<file path="src/design/cfm_pkg.sv">
// Purpose: shared constants and types for the contactor feedback monitor
// Assumes: 100 MHz system clock
// Notes: times are kept in their own unit, cycle counts derived here
package cfm_pkg;

	// ****************************************
	// timing
	// ****************************************
	localparam int unsigned CFM_CLK_HZ = 100_000_000;
	localparam int unsigned CFM_STUCK_TIME_S = 3;
	localparam longint unsigned CFM_STUCK_CYCLES =
		longint'(CFM_STUCK_TIME_S) * longint'(CFM_CLK_HZ);
	localparam int unsigned CFM_CNT_W = 32;
	// lamp toggles every 250 ms, about 2 Hz flash
	localparam int unsigned CFM_FLASH_TIME_MS = 250;
	localparam longint unsigned CFM_FLASH_CYCLES =
		longint'(CFM_FLASH_TIME_MS) * longint'(CFM_CLK_HZ) / 64'h3E8;

	// ****************************************
	// reset values
	// ****************************************
	localparam logic CFM_OUT_RST = 1'b0;
	localparam logic CFM_LAMP_RST = 1'b0;

	// ****************************************
	// types
	// ****************************************
	// gray along idle -> armed -> on -> fault
	typedef enum logic [1:0] {
		CFM_IDLE = 2'b00,
		CFM_ARMED = 2'b01,
		CFM_ON = 2'b11,
		CFM_FAULT = 2'b10
	} cfm_state_t;

	typedef enum logic [1:0] {
		CFM_ERR_NONE = 2'h0,
		CFM_ERR_OPEN_AT_ON = 2'h1,
		CFM_ERR_STUCK_CLOSED = 2'h2
	} cfm_err_t;

	// error record pushed to the external stack
	typedef struct packed {
		logic valid;
		cfm_err_t code;
	} cfm_err_rec_t;

endpackage : cfm_pkg

</file>
<file path="src/design/cfm_monitor.sv">
// Purpose: contactor feedback monitor guarding one safety output
// Assumes: feedback_loop_i high means all contactors de-energised
// Notes: fault clears only when output_cmd_i is withdrawn
`timescale 1ns/1ps

module cfm_monitor
	import cfm_pkg::*;
#(
	parameter longint unsigned STUCK_CYCLES = CFM_STUCK_CYCLES,
	parameter longint unsigned FLASH_CYCLES = CFM_FLASH_CYCLES
) (
	input wire logic clk_i,
	input wire logic reset_i,
	input wire logic output_cmd_i,
	input wire logic feedback_loop_i,
	output logic safety_out_o,
	output logic output_fault_lamp_o,
	output logic fault_o,
	output cfm_err_rec_t err_push_o
);

	// ****************************************
	// feedback input
	// ****************************************
	logic loop_sync;
	logic loop_released;

	cfm_sync u_sync (
		.clk_i(clk_i),
		.reset_i(reset_i),
		.d_i(feedback_loop_i),
		.q_o(loop_sync)
	);

	assign loop_released = loop_sync;

	// ****************************************
	// state machine
	// ****************************************
	cfm_state_t state_q;
	logic [CFM_CNT_W-1:0] timer_q;
	logic timer_done;
	logic open_at_on;
	logic stuck;

	assign timer_done = (timer_q >= CFM_CNT_W'(STUCK_CYCLES - 64'h1));
	// with a closed command the loop must have been released to switch on
	assign open_at_on = (state_q == CFM_ARMED) && !loop_released;
	assign stuck = (state_q == CFM_ON) && loop_released
		&& timer_done;

	// armed checks for a released loop before driving the output, an open loop goes to fault
	always_ff @(posedge clk_i) begin
		if (reset_i) begin
			state_q <= CFM_IDLE;
		end else begin
			unique case (state_q)
				CFM_IDLE: begin
					if (output_cmd_i) begin
						state_q <= CFM_ARMED;
					end
				end
				CFM_ARMED: begin
					if (!output_cmd_i) begin
						state_q <= CFM_IDLE;
					end else if (open_at_on) begin
						state_q <= CFM_FAULT;
					end else begin
						state_q <= CFM_ON;
					end
				end
				CFM_ON: begin
					if (!output_cmd_i) begin
						state_q <= CFM_IDLE;
					end else if (stuck) begin
						state_q <= CFM_FAULT;
					end
				end
				CFM_FAULT: begin
					if (!output_cmd_i) begin
						state_q <= CFM_IDLE;
					end
				end
			endcase
		end
	end

	// window timer restarts at each switch-on edge, saturates after
	always_ff @(posedge clk_i) begin
		if (reset_i) begin
			timer_q <= '0;
		end else if (state_q != CFM_ON) begin
			timer_q <= '0;
		end else if (!timer_done) begin
			timer_q <= timer_q + CFM_CNT_W'(1);
		end
	end

	// ****************************************
	// outputs
	// ****************************************
	// output driven in on state or from armed with a released loop, dropped the cycle a fault hits
	always_ff @(posedge clk_i) begin
		if (reset_i) begin
			safety_out_o <= CFM_OUT_RST;
		end else begin
			safety_out_o <= output_cmd_i && !stuck
				&& ((state_q == CFM_ON)
				|| (state_q == CFM_ARMED && loop_released));
		end
	end

	// one-cycle error record pulse on fault entry
	always_ff @(posedge clk_i) begin
		if (reset_i) begin
			err_push_o <= '0;
		end else begin
			err_push_o <= '0;
			if (output_cmd_i && open_at_on) begin
				err_push_o <= '{valid: 1'b1,
					code: CFM_ERR_OPEN_AT_ON};
			end else if (output_cmd_i && stuck) begin
				err_push_o <= '{valid: 1'b1,
					code: CFM_ERR_STUCK_CLOSED};
			end
		end
	end

	// fault level mirrors the fault state
	always_ff @(posedge clk_i) begin
		if (reset_i) begin
			fault_o <= 1'b0;
		end else begin
			fault_o <= (state_q == CFM_FAULT) ? output_cmd_i
				: (output_cmd_i && (open_at_on || stuck));
		end
	end

	// ****************************************
	// lamp flasher
	// ****************************************
	logic [CFM_CNT_W-1:0] flash_q;
	logic flash_tick;

	assign flash_tick = (flash_q == CFM_CNT_W'(FLASH_CYCLES - 64'h1));

	// divider runs free; lamp phase only matters during a fault
	always_ff @(posedge clk_i) begin
		if (reset_i || flash_tick) begin
			flash_q <= '0;
		end else begin
			flash_q <= flash_q + CFM_CNT_W'(1);
		end
	end

	// lamp starts lit on fault entry, then toggles each tick
	always_ff @(posedge clk_i) begin
		if (reset_i) begin
			output_fault_lamp_o <= CFM_LAMP_RST;
		end else if (state_q != CFM_FAULT || !output_cmd_i) begin
			output_fault_lamp_o <= output_cmd_i
				&& (open_at_on || stuck);
		end else if (flash_tick) begin
			output_fault_lamp_o <= !output_fault_lamp_o;
		end
	end

endmodule : cfm_monitor

</file>
<file path="src/design/cfm_sync.sv">
// Purpose: two-stage synchroniser for the feedback loop level
// Assumes: single clock, synchronous active high reset
// Notes: first stage feeds only the second
`timescale 1ns/1ps
module cfm_sync (
	input wire logic clk_i,
	input wire logic reset_i,
	input wire logic d_i,
	output logic q_o
);

	logic meta_q;

	// reset to loop-open-safe level: high means de-energised
	always_ff @(posedge clk_i) begin
		if (reset_i) begin
			meta_q <= 1'b1;
			q_o <= 1'b1;
		end else begin
			meta_q <= d_i;
			q_o <= meta_q;
		end
	end

endmodule : cfm_sync

</file>
<file path="config.mk">
export PLATFORM = sky130hd
export DESIGN_NAME = cfm_monitor
export DESIGN_NICKNAME = d
export VERILOG_FILES = /design/src/design/cfm_pkg.sv /design/src/design/cfm_monitor.sv /design/src/design/cfm_sync.sv
export SDC_FILE = /design/constraint.sdc
export NUM_CORES = 1
export LEC_CHECK = 0
export ABC_AREA = 1
export BUFFER_PORTS_ARGS = -buffer_cell sky130_fd_sc_hd__buf_2
export CAP_MARGIN = 40
export CORE_ASPECT_RATIO = 0.5
export CORE_MARGIN = 1.5
export CORE_UTILIZATION = 45
export CTS_BUF_LIST = sky130_fd_sc_hd__clkbuf_2
export CTS_CLUSTER_DIAMETER = 120
export DETAILED_ROUTE_END_ITERATION = 10
export PLACE_DENSITY = 0.63
export SYNTH_ARGS = -nofsm -noshare
export SYNTH_HDL_FRONTEND = slang
export SYNTH_SLANG_ARGS = --single-unit
</file>
<file path="constraint.sdc">
create_clock -name clk_i -period 1.8 [get_ports clk_i]
set_input_delay 0.09 -clock clk_i [delete_from_list [all_inputs] [get_ports clk_i]]
set_output_delay 0.09 -clock clk_i [all_outputs]
set_load 0.01 [all_outputs]
</file>
* Word-level counts from Yosys, hierarchy flattened
Cells that the tools add are included.
** Word-level totals
- Bits in registers :: 74
- Output and inout port bits :: 6
** Operators by class
- $add $sub $neg :: 2
- Order comparisons :: 1
- Eq/ne operators :: 9
- Muxes and demuxes :: 12
- Reduce and logical (&&, ||, !) cells :: 22
** Operators with widths (count)
- $add 32x1->32 const B :: 2
- $eq 32x25->1 const B :: 1
- $ge 32x29->1 const B :: 1
- $mux 2 :: 5
- $logic_and 1x1->1 :: 9
- $ne 2x2->1 const B :: 4
- $pmux 2 s4 :: 1
- $mux 3 :: 2
- $eq 2x2->1 const B :: 2
- $logic_not 1->1 :: 4
- $logic_or 1x1->1 :: 4
- $mux 1 :: 4
- $reduce_or 2->1 :: 2
- $ne 3x3->1 const B :: 1
- $reduce_and 3->1 :: 1
- $eq 2x1->1 const B :: 1
- $logic_not 2->1 :: 1
- $reduce_bool 2->1 :: 1

* Depth between registers and ports, before layout
Gate-level depths: netlist (run 1).
- Word-level depth :: 6
- Mapped depth :: 13

* Modules after synthesis
Synthesis (run 1) repeated with hierarchy kept, for this count alone.
** Second synthesis, totals
- Cells, all modules :: 628
- Area total of the unflattened synthesis :: 4023.9 um^2
** Modules (own cells, without submodules)
- cfm_monitor :: instances 1, cells each 621, area each 3965.1 um^2, seq. area each 1441.4 um^2
- cfm_sync :: instances 1, cells each 7, area each 58.8 um^2, seq. area each 40.0 um^2

* Least setup slack after synthesis (run 1)
OpenSTA, ideal clock, no wires.
- Kind :: reg-to-reg
- Start :: reg timer_q[0]
- End :: reg timer_q[21]
- Setup time :: 141 ps
- Arrival time :: 1538 ps
- Path slack :: 122 ps
- Stages on the path, launching flop included :: 14
- Period minus slack after synthesis :: 1678 ps
- Cell sequence :: dfxtp_1 ha_1 nand3_2 inv_2 nand2_2 clkinv_2 nand2_1 nand2_2 nand2_4 nand2_8 inv_4 buf_6 nand2_1 a21oi_2
** Between the ends
- Cells in the longest elaborated chain, start to end :: 1
** Ends and longest elaborated chain
- start: declaration :: RTL line cfm_monitor.sv:41 : logic [CFM_CNT_W-1:0] timer_q;
- start signal: assignment :: RTL line cfm_monitor.sv:95 : timer_q <= timer_q + CFM_CNT_W'(1);
- $add 32x1->32 or $ge 32x29->1 (tied branches) :: RTL line cfm_monitor.sv:95, cfm_monitor.sv:46
Several ways; a longest one is shown, not always the timed one.
A chain may end at the register's enable or synchronous reset.

* Worst setup path in the final report (run 1)
- Start :: reg timer_q[0]
- End :: reg timer_q[22]
The elaborated chain is that of the path after synthesis.

==> flow_summary.yaml, run 1 <==
outcome:
  status: "completed"
global_route:
  grt_pass1_wl_mm: 17.1
  grt-ovfl-total: 0
  grt_pass1_vias: 3654
  grt_usage_pct: 21.6
  grt_start_max_net_pins: 31
  antenna_found_initial: 0
clocking:
  clockBufferDepth: 2
  clkSinkCount: 74
  cts_buffers: 9
  cts_tree: "done"
  htreeDepth: 3
  insertion_delay_ps: 580
  clkSlewWorstSetupHoldPaths_ps: 200
  cts_root_buffer: "clkbuf_2"
pwr:
  power.density_nw_per_um2: 562
  comb_power_share_pct: 2.4
  ir_worst_vdd_v: 0.000236
  p_sw_uw: 683
  p_leak_nw: 1.65
  power.share.switching_pct: 25.4
  power_frac_clock_pct: 35.9
  p_seq_share_pct: 61.7
  internal_power_mw: 2.01
sta:
  min_period_ps: 1680
  finalCritPeriodShare_pct: 93.4
  timing.fmax_ghz: 0.595
  fin_ws_ps: 119
  hold_viol_final: 0
  worst_slew_pin_slew_ps: 417
  holdWs_ps: 298
  fin_skew_ps: 35.7
  timing.final.max_slew_violations: 0
  finalSetupViolCount: 0
  maxSlewHeadroom_pct: 72.2
finish:
  final_common_cell: "nand2_1"
  multi_input_comb_area_sq_um: 2470
  regArea_sq_um: 1490
  antenna_cells: 0
  fin_nets: 690
  fillers: 915
  syn_to_final_growth_pct: 14.5
  layout_common_cells: "nand2_1, nor2_1, dfxtp_1, inv_1, nand3_1"
  final_cells: 806
  drive_above_1_share_pct: 17.9
setup_path:
  rrSetupSlack_ps: 120
  critPathRequiredTime_ps: 2310
  end_kind: "register"
  crit_start: "timer_q[0]$_SDFFE_PP0P_"
  reg2reg_depth: 12
  cp.arrival_ps: 2190
  worstReg2RegStart: "timer_q[0]$_SDFFE_PP0P_"
  worstSetupPathType: "reg2reg"
  reg2reg_to: "timer_q[22]$_SDFFE_PP0P_"
  path_max_fanout: 13
  setup.worst_path.start_class: "register"
synth:
  syn-cell-area_sq_um: 4180
  avgSynthCellArea_sq_um: 6.53
  yosysWarnings: 0
  yosys_register_bits: 74
  ys_seq_area_share_pct: 35.4
  synthesis.nets: 647
  synth_cell_types: 34
  synth_cells: 641
drt:
  num_vias: 3983
  drt-wirelength-per-cell_um: 12.5
  drc: 0
  drt_iter0_drc: 223
  routed_wl_mm: 10.0
  drt-vias-per-instance: 4.94
  drt_pre_antenna_iters: 5
  drtAntennaViolNets: 0
die:
  row_count: 24
  die_x_um: 139
  ios: 10
  die_h_um: 71.2
  core_area_sq_um: 8860
  die_area_sq_um: 9920
  initial_core_util_pct: 47.2
placement:
  port_buffers: 9
  pre_cts_ws_ps: 29.2
  dp_hpwl_mm: 7.41
  gp_congestion: 0.901
  dp.cells: 782
worst_hold_path:
  hp-start: "reset_i"
  holdPathEnd: "fault_o$_SDFF_PP0_"
  min_path_cells: 3
  hp-class: "in2reg"
job:
  drv_cap: 0
-- cell families (layout without fill, tap and decap cells) --
logic type	count (synthesis)	in the layout	share of synthesized area, %
xor gates and xnor gates	23	23	4.81
adders and majority gates	2	2	0.598
DFF	74	74	35.4
and+or+nand+nor	408	409	42.6
buffers and inverters	71	118	7.48
AOI/OAI and AO/OA	63	63	9.12
-- power groups by stage --
stage / clock (mW) / sequential, mW / combinational (mW)
3_3_place_gp: 0 / 1.69 / 0.0533
3_5_place_dp: 0 / 1.69 / 0.0541
2_1_floorplan: 0 / 1.69 / 0.0329
5_1_grt: 1.07 / 1.67 / 0.0740
4_1_cts: 1.00 / 1.66 / 0.0614
6_report: 0.966 / 1.66 / 0.0654
-- synth_stat cells --
cell | n | area share [%]
nand3_2 | 1 | 0.24
nand4_2 | 1 | 0.30
o21a_1 | 1 | 0.18
xnor2_1 | 8 | 1.7
clkinv_2 | 1 | 0.12
nand3b_1 | 6 | 1.1
ha_1 | 2 | 0.60
nand2_2 | 12 | 1.8
xor2_1 | 15 | 3.1
clkbuf_1 | 3 | 0.27
nor2_4 | 1 | 0.27
nand2_4 | 1 | 0.27
o2111ai_1 | 1 | 0.21
nor3_1 | 12 | 1.4
a21oi_2 | 16 | 3.3
nor2_2 | 7 | 1.0
buf_2 | 7 | 0.84
nand2_8 | 1 | 0.48
nand3_1 | 44 | 5.3
nor3b_1 | 6 | 1.1
buf_8 | 1 | 0.36
nand2_1 | 191 | 17
nor2_1 | 110 | 9.9
a21oi_1 | 35 | 4.2
dfxtp_1 | 74 | 35
nor3_2 | 1 | 0.24
inv_2 | 2 | 0.18
inv_4 | 1 | 0.15
inv_1 | 53 | 4.8
o21ai_0 | 9 | 1.1
nand4_1 | 10 | 1.5
or2_2 | 4 | 0.60
o21ai_1 | 1 | 0.12
buf_6 | 3 | 0.81
-- how the worst max path moves through the flow --
stage	depth (start not counted)	slack (ps)	to
after floorplan	13	120	timer_q[21]$_SDFFE_PP0P_
after global placement	10	30	flash_q[22]$_SDFF_PP0_
after detailed placement	10	30	flash_q[22]$_SDFF_PP0_
after CTS	8	-20	flash_q[30]$_SDFF_PP0_
after global routing	11	-3	timer_q[8]$_SDFFE_PP0P_
final	12	120	timer_q[22]$_SDFFE_PP0P_
-- cell type report --
| type | count | share of cell area (%) |
|---|---|---|
| Sequential cell | 74 | 31.1 |
| Multi-Input combinational cell | 497 | 51.5 |
| Clock inverter | 6 | 1.36 |
| Timing Repair Buffer | 45 | 7.13 |
| Tap cell | 117 | 3.05 |
| Clock buffer | 10 | 1.04 |
| Inverter | 57 | 4.75 |
-- routing by layer --
| metal | wire length (um) | global-route usage [%] | vias to the layer above |
|---|---|---|---|
| li1 | - | - | 2135 |
| met1 | 5020 | 28.9 | 1781 |
| met2 | 4390 | 34.6 | 53 |
| met3 | 464 | 5.35 | 14 |
| met4 | 165 | 6.62 | 0 |
| met5 | 0 | 0 | - |
-- metrics by stage --
| stage | power [mW] | util [%] | cell area [sq um] | setup TNS (ps) |
|---|---|---|---|---|
| 2_1_floorplan | 1.73 | - | 4180 | 0 |
| 3_3_place_gp | 1.75 | 50.9 | 4510 | 0 |
| 5_1_grt | 2.80 | 54.1 | 4790 | -4.58 |
| 3_5_place_dp | 1.75 | 50.9 | 4510 | 0 |
| 4_1_cts | 2.73 | 52.7 | 4670 | -18.9 |
| 6_report | 2.69 | 54.1 | 4790 | 0 |
-- registers in the layout (all words and copies together) (netlist names) --
name and count:
output_fault_lamp_o 1, flash_q 32, u_sync.q_o 1, safety_out_o 1, err_push_o 3, u_sync.meta_q 1
fault_o 1, state_q 2, timer_q 32
-- timing repair --
action,4_1_cts,5_1_grt
gates resized for setup,1,27
hold buffers,4,0
hold endpoints to repair,12,0
cloned,0,1
buffers inserted,0,3
pin swaps,0,7
setup endpoints to repair,4,53
-- worst max-delay path, stage by stage (launching register included) --
cell and delay, ps:
dfxtp_1 380, ha_1 190, nand3_2 100, inv_2 90, nand2_2 80, clkinv_2 70, nand2_1 60, nand2_2 70
nand2_4 90, nand2_8 170, buf_12 150, nand2_1 60, a21oi_2 120
Note: power is estimated with default switching activity, not from simulation.
==> run 2: changes to the inputs <==
--- a/config.mk
+++ b/config.mk
@@ -5,7 +5,6 @@
 export SDC_FILE = /design/constraint.sdc
 export NUM_CORES = 1
 export LEC_CHECK = 0
-export ABC_AREA = 1
 export BUFFER_PORTS_ARGS = -buffer_cell sky130_fd_sc_hd__buf_2
 export CAP_MARGIN = 40
 export CORE_ASPECT_RATIO = 0.5
==> run 2 against run 1 <==
Against the previous run:
- the run now ends with negative setup slack left
- sequential power about the same
- maximum frequency decreased by 15%
- final area down 7.9%
- largest cell class unchanged
- sequential share of layout area increased by 2.9 points
- critical path depth is 5 lower
- worst setup slack worse by 290 ps
- non-clock buffer count up 46
- power is 9.3% lower
- clock-buffer cell count stayed put
- first-iteration DRC count decreased by 62%
- clock power decreased by 27%
==> flow_summary.yaml, run 2 <==
placement:
  dpl_cell_area_sq_um: 3980
  dp_hpwl_mm: 4.98
  port_buffers: 9
  gp_congestion: 0.846
finish:
  syn_to_final_growth_pct: 31.9
  layout_common_cells: "buf_4, nor2_1, dfxtp_1, xor2_1, nand4_1"
  top_regs: "flash_q x32, timer_q x32, err_push_o x3"
  final_util_pct: 63.6
  antenna_cells: 0
  fin_nets: 467
  postLayoutCellArea_sq_um: 4410
  drive_above_1_share_pct: 35.7
  final_common_cell: "buf_4"
setup_path:
  cp_top_family: "simple AND/OR/NAND/NOR gates"
  cp_cell_sequence: "nor4_4 > nand2_1 > a2111o_2 > buf_12 > a21oi_4 > and3_1 > or2_1"
  end_kind: "register"
  setup.worst_path.start_class: "register"
  worstReg2RegStart: "timer_q[17]$_SDFFE_PP0P_"
  rrSetupSlack_ps: -170
  reg2reg_to: "err_push_o[2]$_SDFF_PP0_"
  cpMaxStageDelayCell: "a2111o_2"
  max_stage_delay_ps: 520
  path_max_fanout: 6
  critPathRequiredTime_ps: 2280
  cp.buffers_inverters: 1
  worstSetupPathType: "reg2reg"
  cp.arrival_ps: 2460
  reg2reg_depth: 7
job:
  drv_cap: 0
die:
  die_h_um: 64.0
  initial_core_util_pct: 48.2
  die_x_um: 125
  ios: 10
  die_area_sq_um: 7990
  core_area_sq_um: 6940
  row_count: 21
drt:
  num_vias: 2892
  wl_met2_mm: 3.62
  drtAntennaViolNets: 0
  wl_met1_mm: 3.36
  drt-vias-per-instance: 5.19
  wl_met3_um: 257
  drt-wirelength-per-cell_um: 13.2
  top_layer: "met4"
  drt_iter0_drc: 84
  drt_pre_antenna_iters: 4
  routed_wl_mm: 7.34
  drc: 0
synth:
  async_flop_share_pct: 0
  synth_area_leader_cell: "dfxtp_1"
  synth_commonest_cells: "dfxtp_1, nor2_1, xor2_1, nand4_1, nand2_1"
  synth_cells: 372
  yosys_register_bits: 74
  yosysWarnings: 0
  syn-cell-area_sq_um: 3350
  synthMostInstantiatedCell: "dfxtp_1"
  avgSynthCellArea_sq_um: 8.99
  ys.flop_type: "dfxtp_1"
  synth_cell_types: 51
  yosysTopAreaCellShare_pct: 44.3
  synth-edff-count: 0
  synthesis.nets: 378
  synthTopCellsByArea: "dfxtp_1, xor2_1, nor2_1"
  ys_seq_area_share_pct: 44.3
worst_hold_path:
  min_path_cells: 3
  hp-class: "in2reg"
  hp-start: "reset_i"
  holdPathEnd: "u_sync.q_o$_SDFF_PP1_"
global_route:
  grt_usage_pct: 19.3
  grt_pass1_wl_mm: 12.4
  grt_start_max_net_pins: 30
  grt_pass1_vias: 2901
  grt-ovfl-total: 0
  antenna_found_initial: 0
sta:
  finalCritPeriodShare_pct: 110
  fin_ws_ps: -175
  timing.fmax_ghz: 0.506
  min_period_ps: 1970
  maxSlewHeadroom_pct: 78.2
  worst_slew_pin_slew_ps: 326
  hold_viol_final: 0
  finalSetupViolCount: 36
  timing.final.max_slew_violations: 0
  finalSetupTns_ps: -3210
  fin_skew_ps: 29.9
  rsz0062_at_grt: "true"
clocking:
  cts_buffers: 9
  clockBufferDepth: 2
  clkSinkCount: 74
  insertion_delay_ps: 540
  clkSlewWorstSetupHoldPaths_ps: 200
  cts_tree: "done"
  htreeDepth: 3
  cts_root_buffer: "clkbuf_2"
pwr:
  ir_worst_vdd_v: 0.000338
  power.density_nw_per_um2: 553
  p_leak_nw: 1.75
outcome:
  violations: "negative setup slack"
  status: "complete, but fails checks"
-- run 2: cell types whose count changed after synthesis, sizes merged, moves of 7 or more --
cell   previous run  this run
and3              0        13
nor2            118        74
or3               0         7
xor2             15        39
nand2           205        20
nand4            11        23
inv              56         5
a21oi            51         8
nand3            45        26
-- run 2: worst max-delay path by stage --
stage | depth (start not counted) | slack (ps) | endpoint | startpoint
global placement | 7 | -130 | timer_q[14]$_SDFFE_PP0P_ | timer_q[11]$_SDFFE_PP0P_
global route | 6 | -250 | timer_q[23]$_SDFFE_PP0P_ | timer_q[11]$_SDFFE_PP0P_
CTS | 7 | -140 | timer_q[14]$_SDFFE_PP0P_ | timer_q[11]$_SDFFE_PP0P_
detailed placement | 7 | -190 | timer_q[14]$_SDFFE_PP0P_ | timer_q[11]$_SDFFE_PP0P_
finish | 7 | -170 | err_push_o[2]$_SDFF_PP0_ | timer_q[17]$_SDFFE_PP0P_
floorplan | 8 | -80 | timer_q[20]$_SDFFE_PP0P_ | timer_q[2]$_SDFFE_PP0P_
-- run 2: stage by stage --
step / hold slack, ps / setup slack [ps] / total power [mW] / instances
3_5_place_dp: 281 / -193 / 1.75 / 528
4_1_cts: 305 / -143 / 2.47 / 550
3_3_place_gp: 276 / -126 / 1.75 / 528
2_1_floorplan: 194 / -77.2 / 1.73 / 372
6_report: 349 / -175 / 2.44 / 557
5_1_grt: 310 / -250 / 2.57 / 557
-- run 2: logic make-up after synthesis --
group,synth area share (%)
compound gates,3.78
xor+xnor,13.6
fa+ha+maj,0.748
buf+inv,3.25
flops,44.3
mux,0.299
simple gates,34.0
-- run 2: report_power, final --
group | internal [mW] | total [mW] | switching (mW)
clock network | 0.164 | 0.709 | 0.545
logic | 0.0373 | 0.0733 | 0.0360
registers | 1.65 | 1.66 | 0.00788
total | 1.85 | 2.44 | 0.589
-- run 2: layout make-up --
cell class,count,area [sq um]
Fill cell,600,2520
Multi-Input combinational cell,280,1970
Sequential cell,74,1500
Inverter,5,18.8
Clock inverter,5,22.5
Timing Repair Buffer,91,732
Clock buffer,10,50.0
Tap cell,92,115
-- run 2: worst min-delay path: stages --
cell and delay [ps]:
dlygate4sd3_1 520, buf_2 140, or2_2 110
-- run 2: metal layers --
| metal | up-vias | global-route usage, % |
|---|---|---|
| li1 | 1455 | - |
| met1 | 1387 | 22.4 |
| met2 | 36 | 33.5 |
| met3 | 14 | 7.96 |
| met4 | 0 | 4.83 |
| met5 | - | 0 |
-- run 2: repair_timing --
action,in CTS,in global routing
gates resized for setup,16,41
hold endpoints to repair,14,0
pin swaps,22,27
gates cloned,0,1
hold buffers,4,0
endpoints found under the setup margin,64,64
buffers inserted,3,6
==> run 3: changes to the inputs <==
--- a/config.mk
+++ b/config.mk
@@ -10,7 +10,7 @@
 export CORE_ASPECT_RATIO = 0.5
 export CORE_MARGIN = 1.5
 export CORE_UTILIZATION = 45
-export CTS_BUF_LIST = sky130_fd_sc_hd__clkbuf_2
+export CTS_BUF_LIST = sky130_fd_sc_hd__clkbuf_8
 export CTS_CLUSTER_DIAMETER = 120
 export DETAILED_ROUTE_END_ITERATION = 10
 export PLACE_DENSITY = 0.63
==> run 3 against run 2 <==
Against the previous run:
- the flow still finishes with violations (negative setup slack)
- global-route usage rose by 0.20 points
- power up 17%
- worst hold slack better by 62 ps
- non-clock buffer count grew 2
- largest cell class unchanged
- highest routed layer unchanged
==> flow_summary.yaml, run 3 (synthesized netlist as in run 2, its figures left out) <==
setup_path:
  cp_top_family: "simple AND/OR/NAND/NOR gates"
  cp_cell_sequence: "nor3_1 > nand2_1 > a2111o_2 > buf_6 > buf_6 > nand3_2 > xor2_1 > nor2_1"
  setup.worst_path.start_class: "register"
  cpMaxStageDelayCell: "a2111o_2"
  end_kind: "register"
  rrSetupSlack_ps: -160
  worstSetupEndpoint: "timer_q[11]$_SDFFE_PP0P_"
  critPathRequiredTime_ps: 2030
  reg2reg_depth: 8
  cp.arrival_ps: 2190
  worstReg2RegStart: "timer_q[25]$_SDFFE_PP0P_"
  path_common_cell: "buf_6"
  cp_num_cells: 8
  crit_start: "timer_q[25]$_SDFFE_PP0P_"
  reg2reg_to: "timer_q[11]$_SDFFE_PP0P_"
  cp.buffers_inverters: 2
  worstSetupPathType: "reg2reg"
  path_max_fanout: 6
  max_stage_delay_ps: 520
die:
  die_x_um: 125
  row_count: 21
  ios: 10
  die_h_um: 64.0
  die_area_sq_um: 7990
  core_area_sq_um: 6940
  initial_core_util_pct: 48.2
finish:
  fillers: 576
  multi_input_comb_area_sq_um: 1960
  regArea_sq_um: 1510
  syn_to_final_growth_pct: 35.1
  drive_above_1_share_pct: 36.6
  fin_nets: 469
  top_regs: "flash_q x32, timer_q x32, err_push_o x3"
  antenna_cells: 0
  final_util_pct: 65.2
  layout_common_cells: "nor2_1, buf_4, dfxtp_1, xor2_1, nand4_1"
placement:
  gp_congestion: 0.846
  dp_hpwl_mm: 4.98
  port_buffers: 9
drt:
  drt_pre_antenna_iters: 4
  routed_wl_mm: 7.30
  drt_iter0_drc: 93
  drc: 0
  drtAntennaViolNets: 0
  drt-vias-per-instance: 5.17
  drt-wirelength-per-cell_um: 13.1
  num_vias: 2888
job:
  drv_cap: 0
sta:
  timing.fmax_ghz: 0.510
  fin_skew_ps: 11.9
  maxSlewHeadroom_pct: 78.3
  finalSetupViolCount: 33
  rsz0062_at_grt: "true"
  timing.final.max_slew_violations: 0
  worst_slew_pin_slew_ps: 325
  hold_viol_final: 0
  fin_ws_ps: -161
  finalCritPeriodShare_pct: 109
  min_period_ps: 1960
pwr:
  ir_worst_vdd_v: 0.000420
  power.density_nw_per_um2: 634
  p_leak_nw: 1.80
  p_total_mw: 2.87
clocking:
  clkSinkCount: 74
  insertion_delay_ps: 360
  cts_root_buffer: "clkbuf_8"
  clockBufferDepth: 2
  cts_buffers: 9
  clkSlewWorstSetupHoldPaths_ps: 80
  htreeDepth: 3
  cts_tree: "done"
outcome:
  status: "complete, but fails checks"
  violations: "negative setup slack"
global_route:
  grt_usage_pct: 19.5
  antenna_found_initial: 0
  grt-ovfl-total: 0
  grt_pass1_wl_mm: 12.5
  grt_start_max_net_pins: 30
  grt_pass1_vias: 2917
worst_hold_path:
  hp-class: "reg2reg"
## run 3: cell count changes in the layout (fill, tap and decap cells not counted), moves of 2 or more
cell      previous run  this run
clkbuf_8             0        11
clkbuf_2            10         0
nor2_1              69        72
and3_1              13        11
and3_4               0         2
buf_4               70        72
clkinv_1             2         0
dfxtp_1             57        55
dfxtp_2             17        19
nor2_4               3         1
## run 3: per-layer routing
layer | GRT usage, % | up-vias | share of wire, %
met2 | 33.9 | 33 | 51
li1 | - | 1466 | -
met1 | 22.0 | 1380 | 43
met3 | 8.54 | 9 | 5.2
met4 | 5.54 | 0 | 0.89
met5 | 0 | - | 0
## run 3: what timing repair did
item	CTS	global route
hold buffers	4	0
hold endpoints to repair	4	0
pin swaps	21	34
buffers inserted	4	7
endpoints found under the setup margin	63	64
gates resized for setup	13	46
gates cloned	0	1
## run 3: per-stage QoR
step                      setup WS [ps]  setup TNS (ps)  cell area [sq um]  cells  hold slack, ps
after floorplan                   -77.2            -533               3370    372             194
after global placement             -126           -3920               3980    528             276
after detailed placement           -193           -5090               3980    528             281
after CTS                          -116            -893               4280    551             411
after global routing               -241           -5600               4520    559             437
final                              -161           -2660               4520    559             411
## run 3: layout make-up
type / count / area share (%)
Sequential cell: 74 / 33.3
Multi-Input combinational cell: 280 / 43.5
Tap cell: 92 / 2.55
Inverter: 5 / 0.415
Clock buffer: 11 / 3.35
Clock inverter: 4 / 0.415
Timing Repair Buffer: 93 / 16.5
## run 3: worst min path at each step
stage	slack, ps	endpoint	from	depth (start not counted)
global route	440	flash_q[0]$_SDFF_PP0_	flash_q[0]$_SDFF_PP0_	1
global placement	280	u_sync.meta_q$_SDFF_PP1_	feedback_loop_i	2
floorplan	190	u_sync.meta_q$_SDFF_PP1_	feedback_loop_i	1
finish	410	u_sync.q_o$_SDFF_PP1_	u_sync.meta_q$_SDFF_PP1_	1
detailed placement	280	u_sync.meta_q$_SDFF_PP1_	feedback_loop_i	2
CTS	410	u_sync.q_o$_SDFF_PP1_	u_sync.meta_q$_SDFF_PP1_	1
## run 3: report_power, final
| part | internal [mW] | switching [mW] |
|---|---|---|
| Sequential | 1.65 | 0.00884 |
| Combinational | 0.0375 | 0.0360 |
| Clock | 0.555 | 0.579 |
| Total | 2.24 | 0.623 |
